<file path="src/design/dcc_pkg.sv">
// constants, register map and state types of the dma coalescing control block
// assumes a single 40 MHz core clock and a synchronous active-low reset
package dcc_pkg;
  // timing: one enable pulse per microsecond
  localparam int unsigned DCC_CLK_PERIOD_NS = 25;
  localparam int unsigned DCC_TICK_NS = 1000;
  localparam int unsigned DCC_TICK_CYCLES = (DCC_TICK_NS + DCC_CLK_PERIOD_NS - 1) / DCC_CLK_PERIOD_NS;
  localparam logic [5:0] DCC_TICK_LAST = 6'(DCC_TICK_CYCLES - 1);
  localparam logic [5:0] DCC_TICK_ZERO = 6'h00;
  ////////////////////////////////////////////////////////////////////////////
  // register byte offsets
  localparam logic [7:0] DCC_OFF_CTRL = 8'h00;
  localparam logic [7:0] DCC_OFF_RX_THR = 8'h04;
  localparam logic [7:0] DCC_OFF_TX_THR = 8'h08;
  localparam logic [7:0] DCC_OFF_WDOG = 8'h0c;
  localparam logic [7:0] DCC_OFF_MGMT_THR = 8'h10;
  localparam logic [7:0] DCC_OFF_XOFF_NORM = 8'h14;
  localparam logic [7:0] DCC_OFF_XOFF_COAL = 8'h18;
  localparam logic [7:0] DCC_OFF_PRIO_Q = 8'h1c;
  localparam logic [7:0] DCC_OFF_STATUS = 8'h20;
  // control bit positions
  localparam int DCC_CTRL_EN = 0;
  localparam int DCC_CTRL_FX = 1;
  localparam int DCC_CTRL_FD = 2;
  localparam int DCC_CTRL_TFC = 3;
  localparam int DCC_CTRL_MGI = 4;
  // status bit positions
  localparam int DCC_ST_COAL = 0;
  localparam int DCC_ST_FLUSH = 1;
  localparam int DCC_ST_LINK = 2;
  localparam int DCC_ST_ARMED = 4;
  // reset values
  localparam logic DCC_RST_BIT = 1'b0;
  localparam logic [15:0] DCC_RST_W16 = 16'h0000;
  localparam logic [3:0] DCC_RST_PRIO = 4'h0;
  localparam logic [31:0] DCC_RST_W32 = 32'h0000_0000;
  localparam logic [15:0] DCC_ONE16 = 16'h0001;
  ////////////////////////////////////////////////////////////////////////////
  typedef enum logic [1:0] {DCC_IDLE, DCC_FLUSH, DCC_COAL} dcc_fsm_t;
  typedef enum logic [1:0] {DCC_L0, DCC_L0S, DCC_L1} dcc_link_t;
  typedef struct packed {
    logic [5:0] cnt;
    logic tick;
  } dcc_tick_t;
  typedef struct packed {
    dcc_fsm_t fsm;
    dcc_link_t link;
    logic waitreq;
    logic [31:0] rdata;
    logic en;
    logic fx;
    logic fd;
    logic tfc;
    logic mgi;
    logic [15:0] rx_thr;
    logic [15:0] tx_thr;
    logic [15:0] wdog;
    logic [15:0] mgmt_thr;
    logic [15:0] xoff_norm;
    logic [15:0] xoff_coal;
    logic [3:0] prio;
    logic armed;
    logic [15:0] wd_cnt;
    logic [15:0] lk_cnt;
    logic [15:0] xoff_out;
    logic hold;
    logic flush;
  } dcc_state_t;
endpackage

</file>
<file path="src/design/dcc_us_tick.sv">
// microsecond enable divider for the coalescing control block
// assumes the 40 MHz core clock; o_tick is one cycle high per microsecond
`timescale 1ns/1ps
module dcc_us_tick
  import dcc_pkg::*;
(
  input wire logic i_clk,
  input wire logic i_rst_n,
  output logic o_tick
);
  dcc_tick_t st_reg;
  dcc_tick_t st_next;

  // count down and pulse on wrap
  always_comb
  begin
    st_next = st_reg;
    st_next.tick = 1'b0;
    if (st_reg.cnt == DCC_TICK_ZERO)
    begin
      st_next.cnt = DCC_TICK_LAST;
      st_next.tick = 1'b1;
    end
    else
    begin
      st_next.cnt = st_reg.cnt - 6'h01;
    end
  end

  // state register
  always_ff @(posedge i_clk)
  begin
    if (!i_rst_n)
    begin
      st_reg <= '{cnt: DCC_TICK_LAST, tick: 1'b0};
    end
    else
    begin
      st_reg <= st_next;
    end
  end

  assign o_tick = st_reg.tick;
endmodule

</file>
<file path="src/design/dcc_top.sv">
// dma coalescing control: entry/exit of coalescing, xoff watermark choice, pcie link power steps
// assumes inputs synchronous to i_clk; registers reached over avalon-mm with waitrequest
//
// Behaviour
// while coalescing, no new transaction is started on the pcie link
// while coalescing, received frames stay in the internal receive buffer
// leave coalescing when receive fill reaches the receive exit threshold
// software sizes receive threshold for latency tolerance; 70 us minimum advised
// leave coalescing based on the transmit exit threshold
// watchdog bounds how long packets, interrupts and write-backs wait
// flush-disable chooses whether a flush happens before entering coalescing
// with flush-disable set, pending interrupts and write-backs cause no exit
// coalescing xoff mark used only with flow control, coalescing, empty tx buffer
// normal xoff mark stays until the transmit buffer empties after entry
// software sets thresholds to avoid pause frames; up to one jumbo higher
// packet to a flagged priority queue forces immediate exit and dma
// coalescing is entered only while the enable bit is set
// leave coalescing based on the management buffer threshold
// idle link goes to l0s after the configured idle delay
// after a further configured delay in l0s, the link goes to l1
// entry needs enable, empty buffers, no pending dma, no exit condition
// with flush-disable clear, flush interrupts and write-backs, prefetch descriptors first
// exit when free tx space exceeds threshold and tx descriptors exist
// writing one to the self-clearing force-exit bit leaves coalescing
//
// The Avalon-MM interface to the registers and the placing of the registers were decided locally.
`timescale 1ns/1ps
module dcc_top
  import dcc_pkg::*;
(
  input wire logic i_clk,
  input wire logic i_rst_n,
  input wire logic [7:0] i_avs_address,
  input wire logic i_avs_read,
  input wire logic i_avs_write,
  input wire logic [31:0] i_avs_writedata,
  input wire logic [3:0] i_avs_byteenable,
  output logic [31:0] o_avs_readdata,
  output logic o_avs_waitrequest,
  input wire logic [15:0] i_rx_fill,
  input wire logic i_rx_buf_empty,
  input wire logic [15:0] i_mgmt_fill,
  input wire logic i_mgmt_buf_empty,
  input wire logic [15:0] i_tx_free,
  input wire logic i_tx_buf_empty,
  input wire logic i_tx_desc_avail,
  input wire logic i_dma_pending,
  input wire logic i_rx_pkt_stored,
  input wire logic i_rx_pkt_valid,
  input wire logic [1:0] i_rx_pkt_queue,
  input wire logic i_immediate_irq,
  input wire logic i_irq_pending,
  input wire logic i_wb_pending,
  input wire logic i_tx_tail_update,
  input wire logic i_flush_done,
  input wire logic i_pcie_idle,
  input wire logic [15:0] i_idle_to_l0s_delay,
  input wire logic [15:0] i_l0s_to_l1_delay,
  output logic o_coalescing,
  output logic o_pcie_hold,
  output logic o_rx_hold,
  output logic o_flush_req,
  output logic o_xoff_enable,
  output logic [15:0] o_xoff_watermark,
  output logic [1:0] o_link_state
);
  dcc_state_t st_reg;
  dcc_state_t st_next;
  logic tick;
  logic [7:0] addr_w;
  logic wr_acc;
  logic rx_exit;
  logic tx_exit;
  logic prio_hit;
  logic mgmt_exit;
  logic wd_expire;
  logic pend_exit;
  logic exit_core;
  logic entry_ok;
  logic coal_mark;

  // byte-lane merge of a 16-bit field
  function automatic logic [15:0] be16(input logic [15:0] old, input logic [31:0] wd, input logic [3:0] be);
    be16 = {be[1] ? wd[15:8] : old[15:8], be[0] ? wd[7:0] : old[7:0]};
  endfunction

  ////////////////////////////////////////////////////////////////////////////
  // microsecond enable
  dcc_us_tick u_tick (
    .i_clk(i_clk),
    .i_rst_n(i_rst_n),
    .o_tick(tick)
  );

  ////////////////////////////////////////////////////////////////////////////
  // bus decode and exit/entry terms
  assign addr_w = {i_avs_address[7:2], 2'b00};
  assign wr_acc = i_avs_write & ~st_reg.waitreq;
  assign rx_exit = i_rx_fill >= st_reg.rx_thr;
  assign tx_exit = (i_tx_free > st_reg.tx_thr) & i_tx_desc_avail;
  assign prio_hit = i_rx_pkt_valid & st_reg.prio[i_rx_pkt_queue];
  assign mgmt_exit = st_reg.mgi & (i_mgmt_fill > st_reg.mgmt_thr);
  assign wd_expire = st_reg.armed & (st_reg.wd_cnt >= st_reg.wdog);
  assign pend_exit = ~st_reg.fd & (i_irq_pending | i_wb_pending);
  assign exit_core = rx_exit | tx_exit | prio_hit | i_immediate_irq | mgmt_exit | ~st_reg.en | st_reg.fx;
  // entry gate
  assign entry_ok = st_reg.en & i_rx_buf_empty & i_mgmt_buf_empty & ~i_dma_pending & ~exit_core;
  assign coal_mark = (st_reg.fsm == DCC_COAL) & st_reg.tfc & i_tx_buf_empty;

  ////////////////////////////////////////////////////////////////////////////
  // next-state logic
  always_comb
  begin
    st_next = st_reg;
    // avalon slave: one wait cycle, write lands when waitrequest is seen low
    st_next.waitreq = ~((i_avs_read | i_avs_write) & st_reg.waitreq);
    if ((i_avs_read | i_avs_write) & st_reg.waitreq)
    begin
      case (addr_w)
        DCC_OFF_CTRL: st_next.rdata = {27'h0, st_reg.mgi, st_reg.tfc, st_reg.fd, st_reg.fx, st_reg.en};
        DCC_OFF_RX_THR: st_next.rdata = {16'h0, st_reg.rx_thr};
        DCC_OFF_TX_THR: st_next.rdata = {16'h0, st_reg.tx_thr};
        DCC_OFF_WDOG: st_next.rdata = {16'h0, st_reg.wdog};
        DCC_OFF_MGMT_THR: st_next.rdata = {16'h0, st_reg.mgmt_thr};
        DCC_OFF_XOFF_NORM: st_next.rdata = {16'h0, st_reg.xoff_norm};
        DCC_OFF_XOFF_COAL: st_next.rdata = {16'h0, st_reg.xoff_coal};
        DCC_OFF_PRIO_Q: st_next.rdata = {28'h0, st_reg.prio};
        DCC_OFF_STATUS: st_next.rdata = {27'h0, st_reg.armed, st_reg.link, st_reg.flush, st_reg.hold};
        default: st_next.rdata = DCC_RST_W32;
      endcase
    end
    // force-exit lives one cycle unless written
    st_next.fx = 1'b0;
    if (wr_acc)
    begin
      case (addr_w)
        DCC_OFF_CTRL:
        begin
          if (i_avs_byteenable[0])
          begin
            st_next.en = i_avs_writedata[DCC_CTRL_EN];
            st_next.fx = i_avs_writedata[DCC_CTRL_FX];
            st_next.fd = i_avs_writedata[DCC_CTRL_FD];
            st_next.tfc = i_avs_writedata[DCC_CTRL_TFC];
            st_next.mgi = i_avs_writedata[DCC_CTRL_MGI];
          end
        end
        DCC_OFF_RX_THR: st_next.rx_thr = be16(st_reg.rx_thr, i_avs_writedata, i_avs_byteenable);
        DCC_OFF_TX_THR: st_next.tx_thr = be16(st_reg.tx_thr, i_avs_writedata, i_avs_byteenable);
        DCC_OFF_WDOG: st_next.wdog = be16(st_reg.wdog, i_avs_writedata, i_avs_byteenable);
        DCC_OFF_MGMT_THR: st_next.mgmt_thr = be16(st_reg.mgmt_thr, i_avs_writedata, i_avs_byteenable);
        DCC_OFF_XOFF_NORM: st_next.xoff_norm = be16(st_reg.xoff_norm, i_avs_writedata, i_avs_byteenable);
        DCC_OFF_XOFF_COAL: st_next.xoff_coal = be16(st_reg.xoff_coal, i_avs_writedata, i_avs_byteenable);
        DCC_OFF_PRIO_Q:
        begin
          if (i_avs_byteenable[0])
          begin
            st_next.prio = i_avs_writedata[3:0];
          end
        end
        default: st_next.prio = st_reg.prio;
      endcase
    end
    // coalescing state machine
    case (st_reg.fsm)
      DCC_IDLE:
      begin
        if (entry_ok)
        begin
          st_next.fsm = st_reg.fd ? DCC_COAL : DCC_FLUSH;
        end
      end
      DCC_FLUSH:
      begin
        if (i_flush_done)
        begin
          st_next.fsm = entry_ok ? DCC_COAL : DCC_IDLE;
        end
        else if (exit_core)
        begin
          st_next.fsm = DCC_IDLE;
        end
      end
      DCC_COAL:
      begin
        if (exit_core | wd_expire | pend_exit)
        begin
          st_next.fsm = DCC_IDLE;
        end
      end
      default: st_next.fsm = DCC_IDLE;
    endcase
    // watchdog: armed by waiting work, counts microseconds while coalescing
    if (st_reg.fsm == DCC_COAL)
    begin
      if (i_rx_pkt_stored | i_tx_tail_update | i_irq_pending | i_wb_pending)
      begin
        st_next.armed = 1'b1;
      end
      if (st_reg.armed & tick & (st_reg.wd_cnt < st_reg.wdog))
      begin
        st_next.wd_cnt = st_reg.wd_cnt + DCC_ONE16;
      end
    end
    else
    begin
      st_next.armed = 1'b0;
      st_next.wd_cnt = DCC_RST_W16;
    end
    // pcie link power steps
    if (!i_pcie_idle)
    begin
      st_next.link = DCC_L0;
      st_next.lk_cnt = DCC_RST_W16;
    end
    else if (tick)
    begin
      case (st_reg.link)
        DCC_L0:
        begin
          if (st_reg.lk_cnt >= i_idle_to_l0s_delay)
          begin
            st_next.link = DCC_L0S;
            st_next.lk_cnt = DCC_RST_W16;
          end
          else
          begin
            st_next.lk_cnt = st_reg.lk_cnt + DCC_ONE16;
          end
        end
        DCC_L0S:
        begin
          if (st_reg.lk_cnt >= i_l0s_to_l1_delay)
          begin
            st_next.link = DCC_L1;
            st_next.lk_cnt = DCC_RST_W16;
          end
          else
          begin
            st_next.lk_cnt = st_reg.lk_cnt + DCC_ONE16;
          end
        end
        DCC_L1: st_next.link = DCC_L1;
        default: st_next.link = DCC_L0;
      endcase
    end
    // outputs, registered
    st_next.hold = st_next.fsm == DCC_COAL;
    st_next.flush = st_next.fsm == DCC_FLUSH;
    st_next.xoff_out = coal_mark ? st_reg.xoff_coal : st_reg.xoff_norm;
  end

  ////////////////////////////////////////////////////////////////////////////
  // state register
  always_ff @(posedge i_clk)
  begin
    if (!i_rst_n)
    begin
      st_reg <= '{fsm: DCC_IDLE, link: DCC_L0, waitreq: 1'b1, rdata: DCC_RST_W32,
                  en: DCC_RST_BIT, fx: DCC_RST_BIT, fd: DCC_RST_BIT, tfc: DCC_RST_BIT, mgi: DCC_RST_BIT,
                  rx_thr: DCC_RST_W16, tx_thr: DCC_RST_W16, wdog: DCC_RST_W16, mgmt_thr: DCC_RST_W16,
                  xoff_norm: DCC_RST_W16, xoff_coal: DCC_RST_W16, prio: DCC_RST_PRIO, armed: 1'b0,
                  wd_cnt: DCC_RST_W16, lk_cnt: DCC_RST_W16, xoff_out: DCC_RST_W16, hold: 1'b0, flush: 1'b0};
    end
    else
    begin
      st_reg <= st_next;
    end
  end

  // ports straight from flops
  assign o_avs_readdata = st_reg.rdata;
  assign o_avs_waitrequest = st_reg.waitreq;
  assign o_coalescing = st_reg.hold;
  assign o_pcie_hold = st_reg.hold;
  assign o_rx_hold = st_reg.hold;
  assign o_flush_req = st_reg.flush;
  assign o_xoff_enable = st_reg.tfc;
  assign o_xoff_watermark = st_reg.xoff_out;
  assign o_link_state = st_reg.link;
endmodule

</file>
<file path="config.mk">
export PLATFORM = sky130hd
export DESIGN_NAME = dcc_top
export DESIGN_NICKNAME = d
export VERILOG_FILES = /design/src/design/dcc_pkg.sv /design/src/design/dcc_us_tick.sv /design/src/design/dcc_top.sv
export SDC_FILE = /design/constraint.sdc
export NUM_CORES = 1
export LEC_CHECK = 0
export ABC_AREA = 1
export BUFFER_PORTS_ARGS = -buffer_cell sky130_fd_sc_hd__buf_2
export CORE_UTILIZATION = 35
export CTS_CLUSTER_SIZE = 40
export DETAILED_ROUTE_END_ITERATION = 7
export PLACE_DENSITY = 0.66
export SYNTH_ARGS = -nofsm -noshare
export SYNTH_HDL_FRONTEND = slang
export SYNTH_SLANG_ARGS = --single-unit
export TNS_END_PERCENT = 30
</file>
<file path="constraint.sdc">
create_clock -name i_clk -period 2.3 [get_ports i_clk]
set_input_delay 0.345 -clock i_clk [delete_from_list [all_inputs] [get_ports i_clk]]
set_output_delay 0.345 -clock i_clk [all_outputs]
set_load 0.01 [all_outputs]
</file>
==> results of run 1 <==
-- synthesized netlist by cell type (2+ instances only) --
cell type / instances
nand2_1: 245
inv_1: 219
dfxtp_1: 184
a21oi_1: 167
o21ai_0: 149
nor2_1: 146
ha_1: 102
buf_4: 56
nand3_1: 43
nand4_1: 21
a22oi_1: 17
clkbuf_1: 17
o22ai_1: 17
nor3_1: 15
buf_2: 13
xor2_1: 13
inv_2: 7
nor2_4: 7
xnor2_1: 7
clkinv_1: 4
nor2_2: 4
nor4_1: 4
o31ai_1: 4
o21a_1: 3
o21bai_1: 3
a21o_1: 2
a31oi_1: 2
nand2_2: 2
nand3_2: 2
nor3b_1: 2
o211ai_1: 2
-- layout make-up --
cell class              instances  area, µm²
inverters                     231        870
diodes                          2       5.00
fillers                      3114      17600
flip-flops and latches        184       3680
multi-input cells            1005       5590
clock buffers                  18        439
well taps                     390        488
clock inverters                14        135
repair buffers                176        941
-- worst paths after layout --
| check | start | endpoint | slack, ns | depth (start not counted) |
|---|---|---|---|---|
| worst min-delay path | i_tx_tail_update | st_reg[50] | 0.12 | 3 |
| worst max-delay path | st_reg[112] | st_reg[46] | 0.26 | 11 |
| worst min register to register | u_tick.st_reg[1] | u_tick.st_reg[1] | 0.39 | 1 |
| worst max register to register | st_reg[112] | st_reg[46] | 0.26 | 11 |
-- power breakdown --
| part | total [mW] | internal, mW | leakage [nW] | switching, mW |
|---|---|---|---|---|
| logic | 0.492 | 0.184 | 3.63 | 0.309 |
| registers | 3.20 | 3.19 | 1.48 | 0.00547 |
| clock network | 2.90 | 1.55 | 0.276 | 1.35 |
-- kinds of logic after synthesis --
group,after synthesis
flip-flops,184
XOR/XNOR,20
adder cells (fa/ha/maj),102
AND/OR/NAND/NOR,496
other,1
AO/OA/AOI/OAI,371
buffers and inverters,318
-- stage by stage --
stage | hold slack (ns) | worst slack, ns
finish | 0.119 | 0.258
global route | 0.136 | 0.0180
CTS | 0.108 | 0.253
detailed placement | 0.377 | 0.203
global placement | 0.375 | 0.205
floorplan | 0.365 | 0.618
-- worst max-delay path, stage by stage (launching register included) --
cell and delay, ns:
dfxtp_1 0.31, inv_1 0.08, ha_1 0.31, nand2_1 0.07, inv_1 0.04, o21bai_1 0.12
a21oi_1 0.08, nor2_1 0.21, nand2_1 0.13, nor2_4 0.33, o21ai_0 0.15, a21oi_1 0.14
-- cell usage in the layout, fill, tap and decap left out, drive strengths merged, types with 2 or more instances in the layout --
master / count
o21ai: 150
o21bai: 3
ha: 102
inv: 234
dfxtp: 184
nor2: 157
clkbuf: 18
nand4: 22
nor3: 15
nand3: 45
a22oi: 17
diode: 2
xnor2: 7
nand2: 248
a21o: 2
nor3b: 2
o31ai: 4
o22ai: 17
o21a: 4
nor4: 4
buf: 176
conb: 16
xor2: 13
a31oi: 2
a21oi: 167
o211ai: 2
clkinv: 7
clkinvlp: 3
-- routing by layer --
layer | GRT usage | part of all wire | vias up
li1 | - | - | 5076
met1 | 0.290 | 0.48 | 4457
met2 | 0.310 | 0.43 | 347
met5 | 0 | 0 | -
met4 | 0.0496 | 0.014 | 0
met3 | 0.0351 | 0.073 | 28
==> results.py, run 1 <==
metrics = {
    "placement": {
        "dp_hpwl_um": 24500,
        "gp_congestion": 0.903,
        "placed_cell_area_um2": 11600,
        "port_buffers": 162,
        "place_inst": 1986,
    },
    "worst_setup_path": {
        "arrival_ns": 2.40,
        "end_kind": "flip-flop",
        "crit_required_ns": 2.65,
        "worst-path-max-fanout": 17,
        "worstSetupStartpointType": "flip-flop",
        "criticalPathCategory": "reg -> reg",
    },
    "clock_network": {
        "postCtsSetupBuffers": 0,
        "cts-buffers-inserted": 17,
        "cts_tree": "done",
        "cts_root_buf": "clkbuf_16",
        "clk_latency_ns": 0.43,
        "clk_path_buf_depth": 2,
        "cts_resized": 0,
        "clock-sinks": 184,
        "htreeDepth": 4,
        "path_clk_slew_ns": 0.07,
        "hold_buffers": 0,
    },
    "logic_synthesis": {
        "yosysSeqAreaShare": 0.346,
        "yosysUniqueCellTypes": 44,
        "synth_top_area_frac": 0.346,
        "synth_edf_count": 0,
        "synth.area.mux_share": 0,
        "synth_xor_xnor_area_share": 0.0165,
        "synthTopCellsByArea": "dfxtp_1 35%, ha_1 12%, nand2_1 8.6%",
        "syn_inst": 1492,
        "ys.flop_type": "dfxtp_1",
        "ys_warn_count": 0,
        "yosysTopAreaCell": "dfxtp_1",
        "synth_adder_area_share": 0.120,
        "synth_seq_cells": 184,
        "synth_top_family_by_area": "simple AND/OR/NAND/NOR gates",
        "synthArstFlopShare": 0,
        "netlist_area_um2": 10600,
        "synth_compound_area_frac": 0.185,
        "syn_area_per_cell_um2": 7.13,
        "synth-simple-area-share": 0.198,
    },
    "die": {
        "core-area_um2": 29800,
        "rows": 63,
        "pin_count": 199,
        "die_y_um": 176,
        "start_util": 0.357,
        "die_width_um": 176,
        "die-area_um2": 31100,
    },
    "detailed_routing": {
        "ant_nets": 0,
        "post_drt_wl_per_cell_um": 15.4,
        "routed_via_density": 4.90,
        "route.vias.total": 9908,
        "wl_um": 31200,
        "drt_iter0_drc": 853,
        "first_pass_iters": 5,
        "drc_errors": 0,
    },
    "cells_and_area": {
        "finalNonFillerCells": 2020,
        "largest_reg_flops": 139,
        "area_growth_pct": 14.2,
        "fin_area_um2": 12200,
        "fin_util": 0.408,
        "drive_gt1_frac": 0.145,
        "nNetsFinal": 1860,
    },
    "global_routing": {
        "grt_pass1_vias": 9122,
        "grt_pass1_wl_um": 48700,
        "grt_max_degree": 125,
        "gr-total-overflow": 0,
        "grt_usage": 0.202,
        "antenna_found_initial": 2,
    },
    "power": {
        "leakagePower_nw": 5.38,
        "pwr_density_cell_nw_per_um2": 542,
        "vdd_drop_max_v": 0.000486,
        "design_power_total_mw": 6.59,
    },
    "timing": {
        "tns_ns": 0,
        "slew_headroom": 0.556,
        "period_needed_ns": 2.04,
        "timing.fmax_mhz": 490,
        "finalMaxSlewViolations": 0,
        "finalCritPeriodShare": 0.888,
        "setup_viol": 0,
        "skew_ns": 0.0146,
        "rsz0062_at_grt": "no",
        "final-hold-violation-count": 0,
        "worst_pin_slew_ns": 0.665,
    },
    "status": {
        "status": "finished, final reports clean",
    },
    "flow_run": {
        "cap_violations": 0,
    },
    "hold_path": {
        "worstHoldPathType": "in -> reg",
    },
}
Note: power is estimated with default switching activity, not from simulation.
==> run 2: changes to the inputs <==
--- a/config.mk
+++ b/config.mk
@@ -8,8 +8,10 @@
 export ABC_AREA = 1
 export BUFFER_PORTS_ARGS = -buffer_cell sky130_fd_sc_hd__buf_2
+export CELL_PAD_IN_SITES_DETAIL_PLACEMENT = 0
+export CELL_PAD_IN_SITES_GLOBAL_PLACEMENT = 1
 export CORE_UTILIZATION = 35
-export CTS_CLUSTER_SIZE = 40
+export CTS_CLUSTER_SIZE = 12
 export DETAILED_ROUTE_END_ITERATION = 7
-export PLACE_DENSITY = 0.66
+export PLACE_DENSITY = 0.83
 export SYNTH_ARGS = -nofsm -noshare
 export SYNTH_HDL_FRONTEND = slang
==> constraint.sdc (replaced) <==
create_clock -name i_clk -period 2.3 [get_ports i_clk]
set_input_delay 0.345 -clock i_clk [delete_from_list [all_inputs] [get_ports i_clk]]
set_output_delay 0.345 -clock i_clk [all_outputs]
set_load 0.005 [all_outputs]
==> results.py, run 2 (same netlist as run 1, synthesis figures left out) <==
metrics = {
    "detailed_routing": {
        "post_drt_wl_per_cell_um": 15.8,
        "route.vias.total": 9918,
        "ant_nets": 0,
        "first_pass_iters": 5,
        "drc_errors": 0,
        "routed_via_density": 4.91,
        "wl_um": 31800,
        "drt_iter0_drc": 868,
    },
    "worst_setup_path": {
        "arrival_ns": 2.39,
        "slowest_delay_ns": 0.32,
        "crit_chain": "inv_1 -> ha_1 -> nand2_1 -> inv_1 -> o21bai_1 -> a21oi_1 -> nor2_1 -> nand2_1 -> nor2_4 -> o21ai_0 -> a21oi_1",
        "crit_required_ns": 2.66,
        "worst-path-max-fanout": 17,
        "criticalPathCategory": "reg -> reg",
        "cp_num_buf_inv": 2,
        "worstSetupStartpointType": "flip-flop",
        "crit_family": "simple AND/OR/NAND/NOR gates",
        "end_kind": "flip-flop",
        "critPathSlowestCell": "nor2_4",
    },
    "timing": {
        "finalCritPeriodShare": 0.881,
        "tns_ns": 0,
        "worst_pin_slew_ns": 0.652,
        "final-hold-violation-count": 0,
        "finalMaxSlewViolations": 0,
        "slew_headroom": 0.565,
        "rsz0062_at_grt": "no",
        "setup_viol": 0,
        "period_needed_ns": 2.03,
        "setup_ws_ns": 0.273,
        "timing.fmax_mhz": 493,
        "skew_ns": 0.0101,
    },
    "hold_path": {
        "worstHoldPathType": "in -> reg",
    },
    "cells_and_area": {
        "nFillCells": 3132,
        "antenna_cells": 0,
        "nNetsFinal": 1860,
        "area_growth_pct": 14.5,
        "final_common_cell": "nand2_1",
        "regArea_um2": 3680,
        "multi_input_area_um2": 5590,
        "final_cell_mix": "245 x nand2_1, 219 x inv_1, 184 x dfxtp_1",
        "largest_reg_flops": 139,
        "drive_gt1_frac": 0.145,
    },
    "status": {
        "status": "finished, final reports clean",
    },
    "clock_network": {
        "hold_buffers": 0,
        "clk_path_buf_depth": 2,
        "cts_resized": 0,
        "clk_latency_ns": 0.44,
        "cts_tree": "done",
        "path_clk_slew_ns": 0.07,
        "cts_root_buf": "clkbuf_16",
        "cts-buffers-inserted": 17,
        "htreeDepth": 4,
        "postCtsSetupBuffers": 0,
        "clock-sinks": 184,
    },
    "global_routing": {
        "grt_usage": 0.206,
        "grt_pass1_vias": 9121,
        "antenna_found_initial": 1,
        "grt_max_degree": 124,
        "grt_pass1_wl_um": 49300,
        "gr-total-overflow": 0,
    },
    "die": {
        "rows": 63,
        "die_y_um": 176,
        "die_width_um": 176,
        "die-area_um2": 31100,
        "pin_count": 199,
        "start_util": 0.357,
        "core-area_um2": 29800,
    },
    "power": {
        "pwr_density_cell_nw_per_um2": 560,
        "leakagePower_nw": 5.41,
        "vdd_drop_max_v": 0.000526,
    },
    "placement": {
        "dp_hpwl_um": 25100,
        "port_buffers": 162,
        "dp_slack_ns": 0.232,
        "gp_congestion": 0.919,
    },
    "flow_run": {
        "cap_violations": 0,
    },
}
run 2: cell count changes in the layout (fill, tap and decap cells not counted):
cell        previous run  this run
clkinv_8               0         1
inv_8                  1         2
diode_2                2         0
bufinv_16              1         3
clkinvlp_4             3         0
inv_6                  6         4
buf_12                 2         1
clkinv_2               2         3
buf_4                 12        13
run 2: final cells by class:
| cell class | count | area share |
|---|---|---|
| clock buffers | 18 | 0.0360 |
| multi-input cells | 1005 | 0.459 |
| flip-flops and latches | 184 | 0.302 |
| repair buffers | 176 | 0.0762 |
| well taps | 390 | 0.0400 |
| inverters | 231 | 0.0713 |
| clock inverters | 14 | 0.0154 |
run 2: stage by stage:
| step | total power, mW | instances | util | hold slack [ns] | area [µm²] |
|---|---|---|---|---|---|
| 6_report | 6.83 | 2018 | 0.409 | 0.119 | 12200 |
| 5_1_grt | 7.10 | 2018 | 0.409 | 0.121 | 12200 |
| 4_1_cts | 6.89 | 2018 | 0.409 | 0.104 | 12200 |
| 3_5_place_dp | 3.76 | 1986 | 0.388 | 0.380 | 11600 |
| 3_3_place_gp | 3.75 | 1986 | 0.388 | 0.373 | 11600 |
| 2_1_floorplan | 3.54 | 1507 | - | 0.365 | 10700 |
run 2: path summary, 6_finish.rpt:
path	start	cells after the start	endpoint	slack, ns
worst max-delay path	st_reg[112]	11	st_reg[46]	0.27
worst min-delay path	i_tx_tail_update	3	st_reg[50]	0.12
worst max register to register	st_reg[112]	11	st_reg[46]	0.27
worst min register to register	u_tick.st_reg[1]	1	u_tick.st_reg[1]	0.40
run 2: report_power, final:
| group | switching, mW | total, mW | internal (mW) |
|---|---|---|---|
| clock network | 1.37 | 3.15 | 1.78 |
| registers | 0.00502 | 3.20 | 3.19 |
| logic | 0.304 | 0.487 | 0.183 |
| total | 1.68 | 6.83 | 5.15 |
run 2: worst reg2reg max path: stages (launching register included):
cell	delay, ns
dfxtp_1	0.31
inv_1	0.07
ha_1	0.29
nand2_1	0.08
inv_1	0.04
o21bai_1	0.11
a21oi_1	0.07
nor2_1	0.23
nand2_1	0.14
nor2_4	0.32
o21ai_0	0.15
a21oi_1	0.14
run 2: per-layer routing:
metal  wire length, µm  part of all wire  track usage
met1             15600              0.49        0.300
met2             13500              0.42        0.309
met3              2180             0.068       0.0327
met4               572             0.018       0.0575
met5                 0                 0            0
